[config.mk]
export PLATFORM = sky130hd
export DESIGN_NAME = sfc_dev_flat
export DESIGN_NICKNAME = d
export VERILOG_FILES = /design/src/sfc_pkg.sv /design/src/sfc_link_if.sv /design/src/sfc_sync2.sv /design/src/sfc_dev.sv /design/src/flat_wrapper.sv
export SDC_FILE = /design/constraint.sdc
export NUM_CORES = 1
export LEC_CHECK = 0
export BUFFER_PORTS_ARGS = -buffer_cell sky130_fd_sc_hd__buf_2
export CORE_AREA = 2 2 124 102
export CTS_BUF_LIST = sky130_fd_sc_hd__clkbuf_8
export DETAILED_ROUTE_END_ITERATION = 8
export DIE_AREA = 0 0 126 104
export GPL_TIMING_DRIVEN = 0
export PLACE_DENSITY = 0.77
export SYNTH_ARGS = -nofsm -noshare
export SYNTH_HDL_FRONTEND = slang
export SYNTH_SLANG_ARGS = --single-unit
[constraint.sdc]
create_clock -name clk -period 3.1 [get_ports clk]
set_input_delay 0 -clock clk [delete_from_list [all_inputs] [get_ports clk]]
set_output_delay 0 -clock clk [all_outputs]
set_load 0.01 [all_outputs]
[src/sfc_pkg.sv]
// Shared constants for the serial flash command block and its host
package sfc_pkg;
  // ****************************************
  // Opcodes
  // ****************************************
  localparam logic [7:0] OP_CHIP_ERASE_A = 8'hc7;
  localparam logic [7:0] OP_CHIP_ERASE_B = 8'h60;
  localparam logic [7:0] OP_SLEEP = 8'hb9;
  localparam logic [7:0] OP_WAKE_ID = 8'hab;
  localparam logic [7:0] OP_MFR_DEV_ID = 8'h90;
  localparam logic [7:0] OP_JEDEC_ID = 8'h9f;
  localparam logic [7:0] OP_OTP_ENTER = 8'h3a;
  localparam logic [7:0] OP_WRITE_DISABLE = 8'h04;
  localparam logic [7:0] OP_WRITE_ENABLE = 8'h06;
  localparam logic [7:0] OP_STATUS_READ = 8'h05;
  localparam logic [7:0] OP_STATUS_WRITE = 8'h01;
  localparam logic [7:0] OP_SECTOR_ERASE = 8'h20;
  // ****************************************
  // Identity (values arbitrary)
  // ****************************************
  localparam logic [7:0] MFR_ID = 8'h5a;
  localparam logic [7:0] DEV_ID = 8'h12;
  localparam logic [7:0] MEM_TYPE_ID = 8'h31;
  localparam logic [7:0] CAPACITY_ID = 8'h13;
  // ****************************************
  // Sizes and fields
  // ****************************************
  localparam logic [23:0] ADDR_DEV_FIRST = 24'h000001;
  localparam logic [23:0] OTP_BASE = 24'h07f000;
  localparam logic [23:0] OTP_LAST = 24'h07f0ff;
  localparam logic [2:0] BITS_PER_BYTE_M1 = 3'h7;
  localparam logic [2:0] PROT_NONE = 3'h0;
  localparam int ST_WIP = 0;
  localparam int ST_WEL = 1;
  localparam int ST_GUARD = 7;
  // ****************************************
  // Timing, 40 MHz clock
  // ****************************************
  localparam int CLK_NS = 25;
  localparam int ERASE_US = 1000;
  localparam int SLEEP_ENTRY_NS = 3000;
  localparam int WAKE_NS = 3000;
  localparam int WAKE_ID_NS = 1800;
  localparam int ERASE_CYC = ERASE_US * 1000 / CLK_NS;
  localparam int SLEEP_CYC = SLEEP_ENTRY_NS / CLK_NS;
  localparam int WAKE_CYC = (WAKE_NS + CLK_NS - 1) / CLK_NS;
  localparam int WAKE_ID_CYC = (WAKE_ID_NS + CLK_NS - 1) / CLK_NS;
  localparam int HOST_DIV = 4;
  localparam int TMR_W = 24;
endpackage

[src/sfc_link_if.sv]
// Four-wire serial link between host and flash device
`timescale 1ns/1ps
interface sfc_link_if;
  logic cs_n;
  logic sclk;
  logic mosi;
  logic miso_o;
  logic miso_oe;
  wire miso = miso_oe ? miso_o : 1'b1;
  modport dev (input cs_n, input sclk, input mosi, output miso_o, output miso_oe);
  modport host (output cs_n, output sclk, output mosi, input miso);
endinterface

[src/sfc_sync2.sv]
// Two-flop synchroniser for one level
`timescale 1ns/1ps
module sfc_sync2 (
  // Clock and reset
  input wire logic clk,
  input wire logic rst_n,
  // Level
  input wire logic d,
  output logic q
);
  logic meta_q;
  always_ff @(posedge clk) begin
    if (!rst_n) begin
      meta_q <= 1'b1;
      q <= 1'b1;
    end else begin
      meta_q <= d;
      q <= meta_q;
    end
  end
endmodule

[src/sfc_dev.sv]
// Flash device end: erase, power-down, identifier and OTP commands
// Operation
// - C7h or 60h erases whole array
// - Chip erase needs write enable latch set
// - Chip erase only if deselected after bit 8
// - Self-timed erase holds busy, status still readable
// - Erase completion clears write enable latch
// - Chip erase refused when any protection set
// - B9h then deselect enters power-down
// - Powered down: only ABh recognised
// - Reset comes up in normal state
// - Wake needs deselect held wake time
// - ABh plus 3 dummies streams device id
// - Id wake needs deselect held shorter
// - ABh ignored while busy
// - 90h address picks first id byte
// - 90h alternates ids until deselect
// - 9Fh sends manufacturer, type, capacity
// - 3Ah enters OTP, security sector mapped
// - OTP: guard bit reports lock, lock blocks writes
// - OTP status write sets lock bit
// - Security sector needs lock clear, no protection
// - 04h leaves OTP mode
// - OTP: only sector erase clears security sector
// - Sector erase is 20h plus 24-bit address
`timescale 1ns/1ps
module sfc_dev
  import sfc_pkg::*;
(
  // Clock and reset
  input wire logic clk,
  input wire logic rst_n,
  // Link
  sfc_link_if.dev link,
  // Status
  output logic busy,
  output logic asleep,
  output logic otp_mode,
  output logic lock_bit,
  output logic [2:0] protect_level_bits,
  output logic erase_pulse,
  output logic otp_erase_pulse
);
  // ****************************************
  // Pin sampling and edges
  // ****************************************
  logic cs_s, sclk_s, mosi_s;
  sfc_sync2 u_cs (.clk(clk), .rst_n(rst_n), .d(link.cs_n), .q(cs_s));
  sfc_sync2 u_ck (.clk(clk), .rst_n(rst_n), .d(link.sclk), .q(sclk_s));
  sfc_sync2 u_di (.clk(clk), .rst_n(rst_n), .d(link.mosi), .q(mosi_s));
  logic cs_d_q, ck_d_q;
  always_ff @(posedge clk) begin
    if (!rst_n) begin
      cs_d_q <= 1'b1;
      ck_d_q <= 1'b0;
    end else begin
      cs_d_q <= cs_s;
      ck_d_q <= sclk_s;
    end
  end
  wire sel = !cs_s;
  wire cs_rise = cs_s && !cs_d_q;
  wire ck_rise = sel && sclk_s && !ck_d_q;
  wire ck_fall = sel && !sclk_s && ck_d_q;
  // ****************************************
  // Frame shifter
  // ****************************************
  logic [31:0] sh_q;
  logic [15:0] bitcnt_q;
  logic [7:0] op_q;
  logic [7:0] tx_q;
  logic [2:0] txbit_q;
  logic [1:0] idx_q;
  logic oe_q, dout_q, started_q;
  logic wel_q, wip_q, sleep_q, otp_q, lock_q, guard_q;
  logic [2:0] prot_q;
  logic [7:0] stwr_q;
  logic dev_first_q;
  logic [TMR_W-1:0] tmr_q;
  typedef enum {SFC_IDLE, SFC_ERASE, SFC_STWR, SFC_SECERASE, SFC_GOSLEEP, SFC_WAKE} sfc_state_t;
  sfc_state_t st_q;
  wire [7:0] rx_byte = {sh_q[6:0], mosi_s};
  wire op_done = ck_rise && bitcnt_q == 16'd7;
  wire idle = st_q == SFC_IDLE || st_q == SFC_GOSLEEP;
  wire eight_only = bitcnt_q == 16'd8;
  wire erase_ok = wel_q && prot_q == PROT_NONE && !(otp_q && lock_q);
  wire [7:0] status_byte = {(otp_q ? lock_q : guard_q), 1'b0, prot_q, 1'b0, wel_q, wip_q};
  // Next outgoing byte, chosen by command and byte index
  logic [7:0] next_tx;
  always_comb begin
    next_tx = 8'hff;
    case (op_q)
      OP_WAKE_ID: next_tx = DEV_ID;
      OP_MFR_DEV_ID: next_tx = (idx_q[0] ^ dev_first_q) ? DEV_ID : MFR_ID;
      OP_JEDEC_ID: next_tx = idx_q == 2'd0 ? MFR_ID : (idx_q == 2'd1 ? MEM_TYPE_ID : CAPACITY_ID);
      OP_STATUS_READ: next_tx = status_byte;
      default: next_tx = 8'hff;
    endcase
  end
  // Reply starts after opcode, plus 3 bytes for ABh/90h
  // ABh still answers while powered down, so an id read can also wake the part
  wire talker = (op_q == OP_WAKE_ID && !wip_q) || (!sleep_q && (op_q == OP_MFR_DEV_ID ||
    (op_q == OP_JEDEC_ID && !wip_q) || op_q == OP_STATUS_READ));
  wire [15:0] reply_at = (op_q == OP_WAKE_ID || op_q == OP_MFR_DEV_ID) ? 16'd32 : 16'd8;
  always_ff @(posedge clk) begin
    if (!rst_n || !sel) begin
      sh_q <= 32'h0;
      bitcnt_q <= 16'h0;
      op_q <= 8'h0;
      tx_q <= 8'hff;
      txbit_q <= BITS_PER_BYTE_M1;
      idx_q <= 2'd0;
      oe_q <= 1'b0;
      dout_q <= 1'b1;
      started_q <= 1'b0;
      dev_first_q <= 1'b0;
    end else begin
      if (ck_rise) begin
        sh_q <= {sh_q[30:0], mosi_s};
        if (bitcnt_q != 16'hffff)
          bitcnt_q <= bitcnt_q + 16'd1;
        if (op_done)
          op_q <= rx_byte;
        // Address is latched; the shifter keeps moving during the reply
        if (bitcnt_q == 16'd31)
          dev_first_q <= {sh_q[22:0], mosi_s} == ADDR_DEV_FIRST;
      end
      if (ck_fall && talker && bitcnt_q >= reply_at) begin
        oe_q <= 1'b1;
        dout_q <= started_q ? tx_q[txbit_q] : next_tx[BITS_PER_BYTE_M1]; // MSB first
        if (!started_q) begin
          tx_q <= next_tx;
          txbit_q <= BITS_PER_BYTE_M1 - 3'd1;
          started_q <= 1'b1;
          idx_q <= idx_q + 2'd1;
        end else if (txbit_q == 3'd0) begin
          started_q <= 1'b0; // reload at next fall
          txbit_q <= BITS_PER_BYTE_M1;
        end else begin
          txbit_q <= txbit_q - 3'd1;
        end
      end
    end
  end
  // ****************************************
  // Command execution on deselect
  // ****************************************
  wire go_erase = cs_rise && eight_only && !wip_q && !sleep_q && st_q == SFC_IDLE &&
    (op_q == OP_CHIP_ERASE_A || op_q == OP_CHIP_ERASE_B) && erase_ok;
  wire go_sleep = cs_rise && eight_only && !wip_q && !sleep_q && idle && op_q == OP_SLEEP;
  wire go_wake = cs_rise && sleep_q && bitcnt_q >= 16'd8 && op_q == OP_WAKE_ID;
  wire plain = cs_rise && eight_only && !wip_q && !sleep_q && st_q == SFC_IDLE;
  wire go_stwr = cs_rise && bitcnt_q == 16'd16 && !wip_q && !sleep_q && op_q == OP_STATUS_WRITE && wel_q &&
    !(otp_q && lock_q);
  wire sec_in_otp = sh_q[23:0] >= OTP_BASE && sh_q[23:0] <= OTP_LAST;
  wire go_sec = cs_rise && bitcnt_q == 16'd32 && !wip_q && !sleep_q && op_q == OP_SECTOR_ERASE && wel_q &&
    otp_q && sec_in_otp && !lock_q && prot_q == PROT_NONE;
  always_ff @(posedge clk) begin
    if (!rst_n) begin
      st_q <= SFC_IDLE;
      sleep_q <= 1'b0;
      wel_q <= 1'b0;
      wip_q <= 1'b0;
      otp_q <= 1'b0;
      lock_q <= 1'b0;
      guard_q <= 1'b0;
      prot_q <= PROT_NONE;
      stwr_q <= 8'h0;
      tmr_q <= '0;
      erase_pulse <= 1'b0;
      otp_erase_pulse <= 1'b0;
    end else begin
      erase_pulse <= 1'b0;
      otp_erase_pulse <= 1'b0;
      if (plain && op_q == OP_WRITE_ENABLE)
        wel_q <= 1'b1;
      if (plain && op_q == OP_WRITE_DISABLE) begin
        wel_q <= 1'b0;
        otp_q <= 1'b0;
      end
      if (plain && op_q == OP_OTP_ENTER)
        otp_q <= 1'b1;
      case (st_q)
        SFC_IDLE: begin
          if (go_erase) begin
            st_q <= SFC_ERASE;
            wip_q <= 1'b1;
            tmr_q <= TMR_W'(ERASE_CYC);
          end else if (go_sec) begin
            st_q <= SFC_SECERASE;
            wip_q <= 1'b1;
            tmr_q <= TMR_W'(ERASE_CYC);
          end else if (go_stwr) begin
            st_q <= SFC_STWR;
            wip_q <= 1'b1;
            stwr_q <= sh_q[7:0]; // Shifter clears on deselect, so keep the data byte
            tmr_q <= TMR_W'(SLEEP_CYC);
          end else if (go_sleep) begin
            st_q <= SFC_GOSLEEP;
            tmr_q <= TMR_W'(SLEEP_CYC);
          end else if (go_wake) begin
            st_q <= SFC_WAKE;
            tmr_q <= bitcnt_q > 16'd8 ? TMR_W'(WAKE_ID_CYC) : TMR_W'(WAKE_CYC);
          end
        end
        SFC_ERASE, SFC_SECERASE, SFC_STWR: begin
          tmr_q <= tmr_q - TMR_W'(1);
          if (tmr_q == TMR_W'(1)) begin
            st_q <= SFC_IDLE;
            wip_q <= 1'b0;
            wel_q <= 1'b0;
            if (st_q == SFC_ERASE)
              erase_pulse <= 1'b1; // Security sector untouched
            if (st_q == SFC_SECERASE)
              otp_erase_pulse <= 1'b1;
            if (st_q == SFC_STWR && otp_q)
              lock_q <= 1'b1;
            else if (st_q == SFC_STWR) begin
              guard_q <= stwr_q[ST_GUARD];
              prot_q <= stwr_q[4:2];
            end
          end
        end
        SFC_GOSLEEP: begin
          tmr_q <= tmr_q - TMR_W'(1);
          if (tmr_q == TMR_W'(1)) begin
            st_q <= SFC_IDLE;
            sleep_q <= 1'b1;
          end
        end
        SFC_WAKE: begin
          tmr_q <= tmr_q - TMR_W'(1);
          // Selecting early restarts the wait; the frame is not honoured
          if (sel)
            tmr_q <= bitcnt_q > 16'd8 ? TMR_W'(WAKE_ID_CYC) : TMR_W'(WAKE_CYC);
          else if (tmr_q == TMR_W'(1)) begin
            st_q <= SFC_IDLE;
            sleep_q <= 1'b0;
          end
        end
        default: st_q <= SFC_IDLE;
      endcase
    end
  end
  // ****************************************
  // Outputs
  // ****************************************
  always_ff @(posedge clk) begin
    if (!rst_n) begin
      link.miso_o <= 1'b1;
      link.miso_oe <= 1'b0;
    end else begin
      link.miso_o <= dout_q;
      link.miso_oe <= oe_q && sel;
    end
  end
  assign busy = wip_q;
  assign asleep = sleep_q;
  assign otp_mode = otp_q;
  assign lock_bit = lock_q;
  assign protect_level_bits = prot_q;
endmodule

[src/flat_wrapper.sv]
// flat-port wrapper written by rule: the top's interface ports become plain ports
module sfc_dev_flat import sfc_pkg::*;
  (clk, rst_n, busy, asleep, otp_mode, lock_bit, protect_level_bits, erase_pulse, otp_erase_pulse, link_cs_n, link_sclk, link_mosi, link_miso_o, link_miso_oe);
  sfc_link_if link_i ();
  input wire logic clk;
  input wire logic rst_n;
  output logic busy;
  output logic asleep;
  output logic otp_mode;
  output logic lock_bit;
  output logic [2:0] protect_level_bits;
  output logic erase_pulse;
  output logic otp_erase_pulse;
  input wire logic [$bits(link_i.cs_n)-1:0] link_cs_n;
  input wire logic [$bits(link_i.sclk)-1:0] link_sclk;
  input wire logic [$bits(link_i.mosi)-1:0] link_mosi;
  output wire logic [$bits(link_i.miso_o)-1:0] link_miso_o;
  output wire logic [$bits(link_i.miso_oe)-1:0] link_miso_oe;
  assign link_i.cs_n = link_cs_n;
  assign link_i.sclk = link_sclk;
  assign link_i.mosi = link_mosi;
  assign link_miso_o = link_i.miso_o;
  assign link_miso_oe = link_i.miso_oe;
  sfc_dev u_core (.clk(clk), .rst_n(rst_n), .link(link_i), .busy(busy), .asleep(asleep), .otp_mode(otp_mode), .lock_bit(lock_bit), .protect_level_bits(protect_level_bits), .erase_pulse(erase_pulse), .otp_erase_pulse(otp_erase_pulse));
endmodule
== After elaboration in Yosys (flattened, before gate mapping) ==
Index checks and enable logic that the tools add are counted.
Storage, ports and cells
  register bits after elaboration: 150
  bits of input ports: 5
  word-level logic and storage cells: 213
Operators by class
  add/subtract/negate cells: 4
  magnitude comparators: 6
  equal/unequal tests: 36
  multiplexer cells: 45
  bitwise operators: 5
  reductions and logical operators: 85
Operator list (count)
  $mux 32: 7
  $mux 24: 6
  $eq 32x3->1 const B: 4
  $eq 32x2->1 const B: 3
  $pmux 32 s3: 1
  $pmux 24 s3: 1
  $logic_not 32->1: 2
  $eq 24x1->1 const B: 2
  $logic_and 1x1->1: 46
  $eq 8x8->1 const B: 5
  $eq 16x5->1 const B: 2
  $eq 32x1->1 const B: 1
  $eq 32x4->1 const B: 1
  $pmux 8 s4: 1
  $eq 8x3->1 const B: 3
  $ge 24x19->1 const B: 1
  $le 24x19->1 const B: 1
  $sub 24x1->24 const B: 1
  $mux 1: 19
  $mux 6: 3
  $add 16x1->16 const B: 1
  $eq 16x3->1 const B: 1
  $eq 16x4->1 const B: 1
  $eq 16x6->1 const B: 1
  other kinds (33): 67

== Logic depth before layout (Yosys ltp) ==
  depth in word-level cells: 14
  gate-level depth with buffers: 12
  mapped depth without buffers: 10

== By module ==
From an unflattened synthesis, not the netlist that was laid out.
Unflattened totals
  cell total of the unflattened synthesis: 698
  area total of the unflattened synthesis: 5639.2 µm²
By module, submodules not included
  sfc_dev: times used 1, cells an instance 686, area an instance 5481.5 µm², seq. area each 2222.1 µm²
  sfc_sync2: times used 3, cells an instance 4, area an instance 52.6 µm², seq. area each 40.0 µm²

== Worst setup path before layout ==
No wires, ideal clock.
  path kind: reg-to-reg
  start: register u_core.op_q[2]
  end: register u_core.tx_q[7]
  library setup time: 0.128 ns
  data arrival time: 2.735 ns
  required time: 2.972 ns
  slack: 0.237 ns
  stages on the path, launching flop included: 12
  path buffers: 1
  clock period less this slack: 2.863 ns
  cell sequence: dfxtp_1 > or4b_1 > nor4_1 > nor2_1 > ha_1 > nand3b_1 > nand3b_1 > a2111oi_0 > a211oi_1 > buf_2 > a31oi_1 > o21ai_0
Between the ends
  word-level cells in the longest chain between the ends: 9
  elaborated cells between the ends (all ways): 17
  classes of those cells: order compare: 1; eq/ne: 4; mux: 2; reduce/logical: 10
Ends and longest elaborated chain
  start, declared: RTL line sfc_dev.sv:70  | logic [7:0] op_q;
  start signal, assigned: RTL line sfc_dev.sv:123  | op_q <= rx_byte;
  branches (longest 9 deep; another with $ge 16x16->1)
  end signal, assigned: RTL line sfc_dev.sv:132  | tx_q <= next_tx;
  end, declared: RTL line sfc_dev.sv:71  | logic [7:0] tx_q;
Parallel ways; which one is timed is not known.
A chain may end at the register's enable or synchronous reset.

== Worst setup path in the final report ==
  start: register u_core.op_q[3]
  end: register u_core.tx_q[7]
Same word-level chain as after synthesis.

==> results by group <==
GRT
  • Initial antenna violation count: 0
  • GR Overflow Total: 0
  • Largest net degree at the start of global routing: 17
  • Global-route wire length before repair: 25700 µm
  • Vias in the first global route: roughly 5000
  • GR Util All Layers: 24.3%

Placement
  • DP Area: approximately 6100 µm²
  • Setup WS pre-CTS: -0.545 ns
  • # port buffers: 14
  • Final Wtd Congestion: 0.955
  • Detail Placement HPWL: between 10000 and 15000 µm
  • Dpl cells: 870

Floorplan
  • Die ar.: 13100 µm²
  • Io pins: 16
  • Die width: roughly 130 µm
  • Die height: approximately 100 µm
  • Initial Utilization: between 40% and 50%
  • Placement Rows: 36
  • Core region area: roughly 12000 µm²

Final layout
  • Multi-input gate area: 3380 µm²
  • Share of layout cells above drive strength 1: 12.4%
  • P&R area growth vs syn: 14.6%
  • Most common cell after layout, fill and taps aside: dfxtp_1
  • Final net count: 760
  • Post-Layout Cell Count: just over 900
  • Number of diodes: 0
  • Final Core Density: a little under three fifths
  • Filler cells: between 1000 and 1500
  • Final instance area: 6710 µm²
  • Reg area: between 2000 and 2500 µm²
  • Most frequent cells in the layout: 113 x dfxtp_1, 97 x nand2_1, 60 x nor2_1

Clocking
  • H-tree depth: 4
  • Reg clk slew, reported paths: approximately 0.07 ns
  • CTS max path bufs: 2
  • Clock latency on the worst-skew pair: 0.45 ns
  • CTS Buf Count: 17
  • CTS tree: yes
  • Num Clock Sinks: 117
  • CTS Root Buffer Type: clkbuf_8

Pwr
  • Int Power: 2.95 mW
  • Clk pwr share: 29.9%
  • Sw Share: 37.1%
  • Comb pwr share: around a third
  • Worst IR drop on VDD: around 0.00036 V
  • Leakage: 2.32 nW
  • Seq pwr share: 37.9%
  • Power per cell area: around 700 nW/µm²
  • Sw Pwr: 1.74 mW

Route
  • Drt first pass iters: 5
  • Via count: 5498
  • Met2 WL: 7060 µm
  • Met1 Wirelength: roughly 7300 µm
  • Vias/cell: between 6 and 7
  • DRC: 0
  • Drt wl/cell: around 18 µm
  • Initial DRC Count: around 540
  • Highest Signal Layer: met4
  • Routed Wire Length: between 15000 and 20000 µm
  • Routed Antenna Nets: 0
  • Metal3 WL: approximately 1300 µm

STA
  • Fin crit period: between 3 and 4 ns
  • Period utilisation layout: just under 100%
  • Worst slew pin tran: 0.993 ns
  • Slew Limit Headroom: about a third
  • RSZ-0062 raised after global routing: true
  • Fmax: roughly 330 MHz
  • Skew final: slightly below 0.009 ns
  • Slew Limit Fails: 0
  • Final hold viol count: 0
  • Worst setup margin: roughly 0.034 ns
  • Setup violators final: 0

Synthesis
  • Cell taking the most area after synthesis: dfxtp_1
  • Main synth FF type: dfxtp_1
  • Ys Warns: 0
  • Syn avg cell area: roughly 8.3 µm²
  • Post-Syn Nets: 720
  • Top-area cell type share of the netlist area: between 40% and 50%
  • Mapped Cells: 704
  • Yosys reg bits: 117
  • Fraction of registers with async set/reset: 0%
  • Top cells by area, synth: dfxtp_1 40%, nand2_1 6.2%, mux2i_1 3.9%
  • Cell variety after synth: slightly below 80
  • Sequential fraction of the synthesis area: about two fifths
  • Synth Cell Area: ~5900 µm²
  • EDFF count, synth: 0

Run
  • Max-cap violations: 0

Hold path
  • Hold Crit Depth: 3
  • Hold crit path type: input pin to flop

Setup path
  • Reg2Reg Depth: 11
  • CP Launch Type: flop
  • Critical path arrival: between 3 and 4 ns
  • Crit end category: flop
  • Worst Path Max Fanout: 6
  • Crit Path Category: flop to flop
  • Worst EP required: 3.42 ns

Run status
  • Outcome: finished, final reports clean
worst paths after layout:
kind	start	to	slack, ns
worst max register to register	u_core.op_q[3]	u_core.tx_q[7]	0.03
worst max-delay path	u_core.op_q[3]	u_core.tx_q[7]	0.03
worst min register to register	u_core.u_ck.meta_q	u_core.u_ck.q	0.42
worst min-delay path	link_cs_n	u_core.u_cs.meta_q	0.26
routing by layer:
| metal | vias to the layer above | global-route usage (%) |
|---|---|---|
| met5 | - | 0 |
| met4 | 0 | 8.48 |
| met3 | 25 | 6.79 |
| met2 | 230 | 36.3 |
| met1 | 2601 | 33.8 |
| li1 | 2642 | - |
flip-flops by register name (all words and copies together), names as in the netlist, 3 cells and up:
name and count:
u_core.st_q 3, u_core.sh_q 24, u_core.tmr_q 24, u_core.bitcnt_q 16, u_core.txbit_q 3, u_core.tx_q 8, u_core.protect_level_bits 3, u_core.stwr_q 4
u_core.op_q 8
metrics by stage:
step	hold WS, ns	total power [mW]	TNS, ns
final	0.265	4.69	0
after global routing	0.282	4.90	-0.519
after CTS	0.241	4.64	0
after detailed placement	0.183	3.24	-6.50
after global placement	0.183	3.17	-5.95
after floorplan	0.101	2.89	0
final cells by class:
cell class / instances / share of cell area, %
multi-input cells: 524 / 50.3
flip-flops and latches: 117 / 35.1
clock buffers: 21 / 4.31
well taps: 152 / 2.83
plain buffers: 41 / 2.63
repair buffers: 21 / 1.94
clock inverters: 11 / 1.62
inverters: 22 / 1.23
cells by family (layout without fill, tap and decap cells):
kind of cell    Yosys count  after routing  share of synthesized area, %
mux                      26             26                          4.90
compound gates          139            139                          15.4
xor+xnor                 17             17                          2.54
flops                   117            117                          40.0
buf+inv                  63            116                          4.28
simple gates            331            331                          30.5
fa+ha+maj                11             11                          2.35
cells in the mapped netlist (all sizes together) (2+ instances only):
cell and number:
dfxtp 117, nand2 97, nor2 61, a21oi 45, clkbuf 32, o21ai 32
nand3 28, nor3 28, nor4 24, mux2i 23, inv 22, nand2b 17
ha 11, or4 11, a31oi 10, xnor2 10, buf 9, nand3b 8
nand4 8, xor2 7, and2 6, o22ai 6, and3 5, nor2b 5
or3 5, a211oi 4, nand4b 4, nor4b 4, o221a 4, o311ai 4
or4b 4, a2111oi 3, a221o 3, and4 3, o31ai 3, o32ai 3
o41ai 3, or2 3, a31o 2, mux4 2, nor3b 2, nor4bb 2
o21bai 2, o22a 2
timing repair:
item,CTS,global route
gates cloned,0,1
setup endpoints to repair,16,21
pin swaps,1,7
buffers inserted,0,2
endpoints found under the hold margin,4,0
gates resized for setup,11,22
hold buffers,4,0
worst max-delay path, stage by stage, from the launching register on:
cell and delay [ns]:
dfxtp_4 0.37, or4b_4 0.56, nor4_4 0.32, nor2_2 0.09, ha_1 0.28, nand3b_1 0.08
nand3b_1 0.13, a2111oi_4 0.51, a211oi_2 0.09, buf_4 0.20, a31oi_4 0.18, o21ai_1 0.11
power by group through the flow:
stage	registers, mW	logic (mW)	clock network (mW)
2_1_floorplan	1.77	1.12	0
3_3_place_gp	1.79	1.38	0
3_5_place_dp	1.80	1.44	0
4_1_cts	1.77	1.46	1.42
5_1_grt	1.79	1.63	1.48
6_report	1.78	1.51	1.40
(Power assumes the default switching activity.)
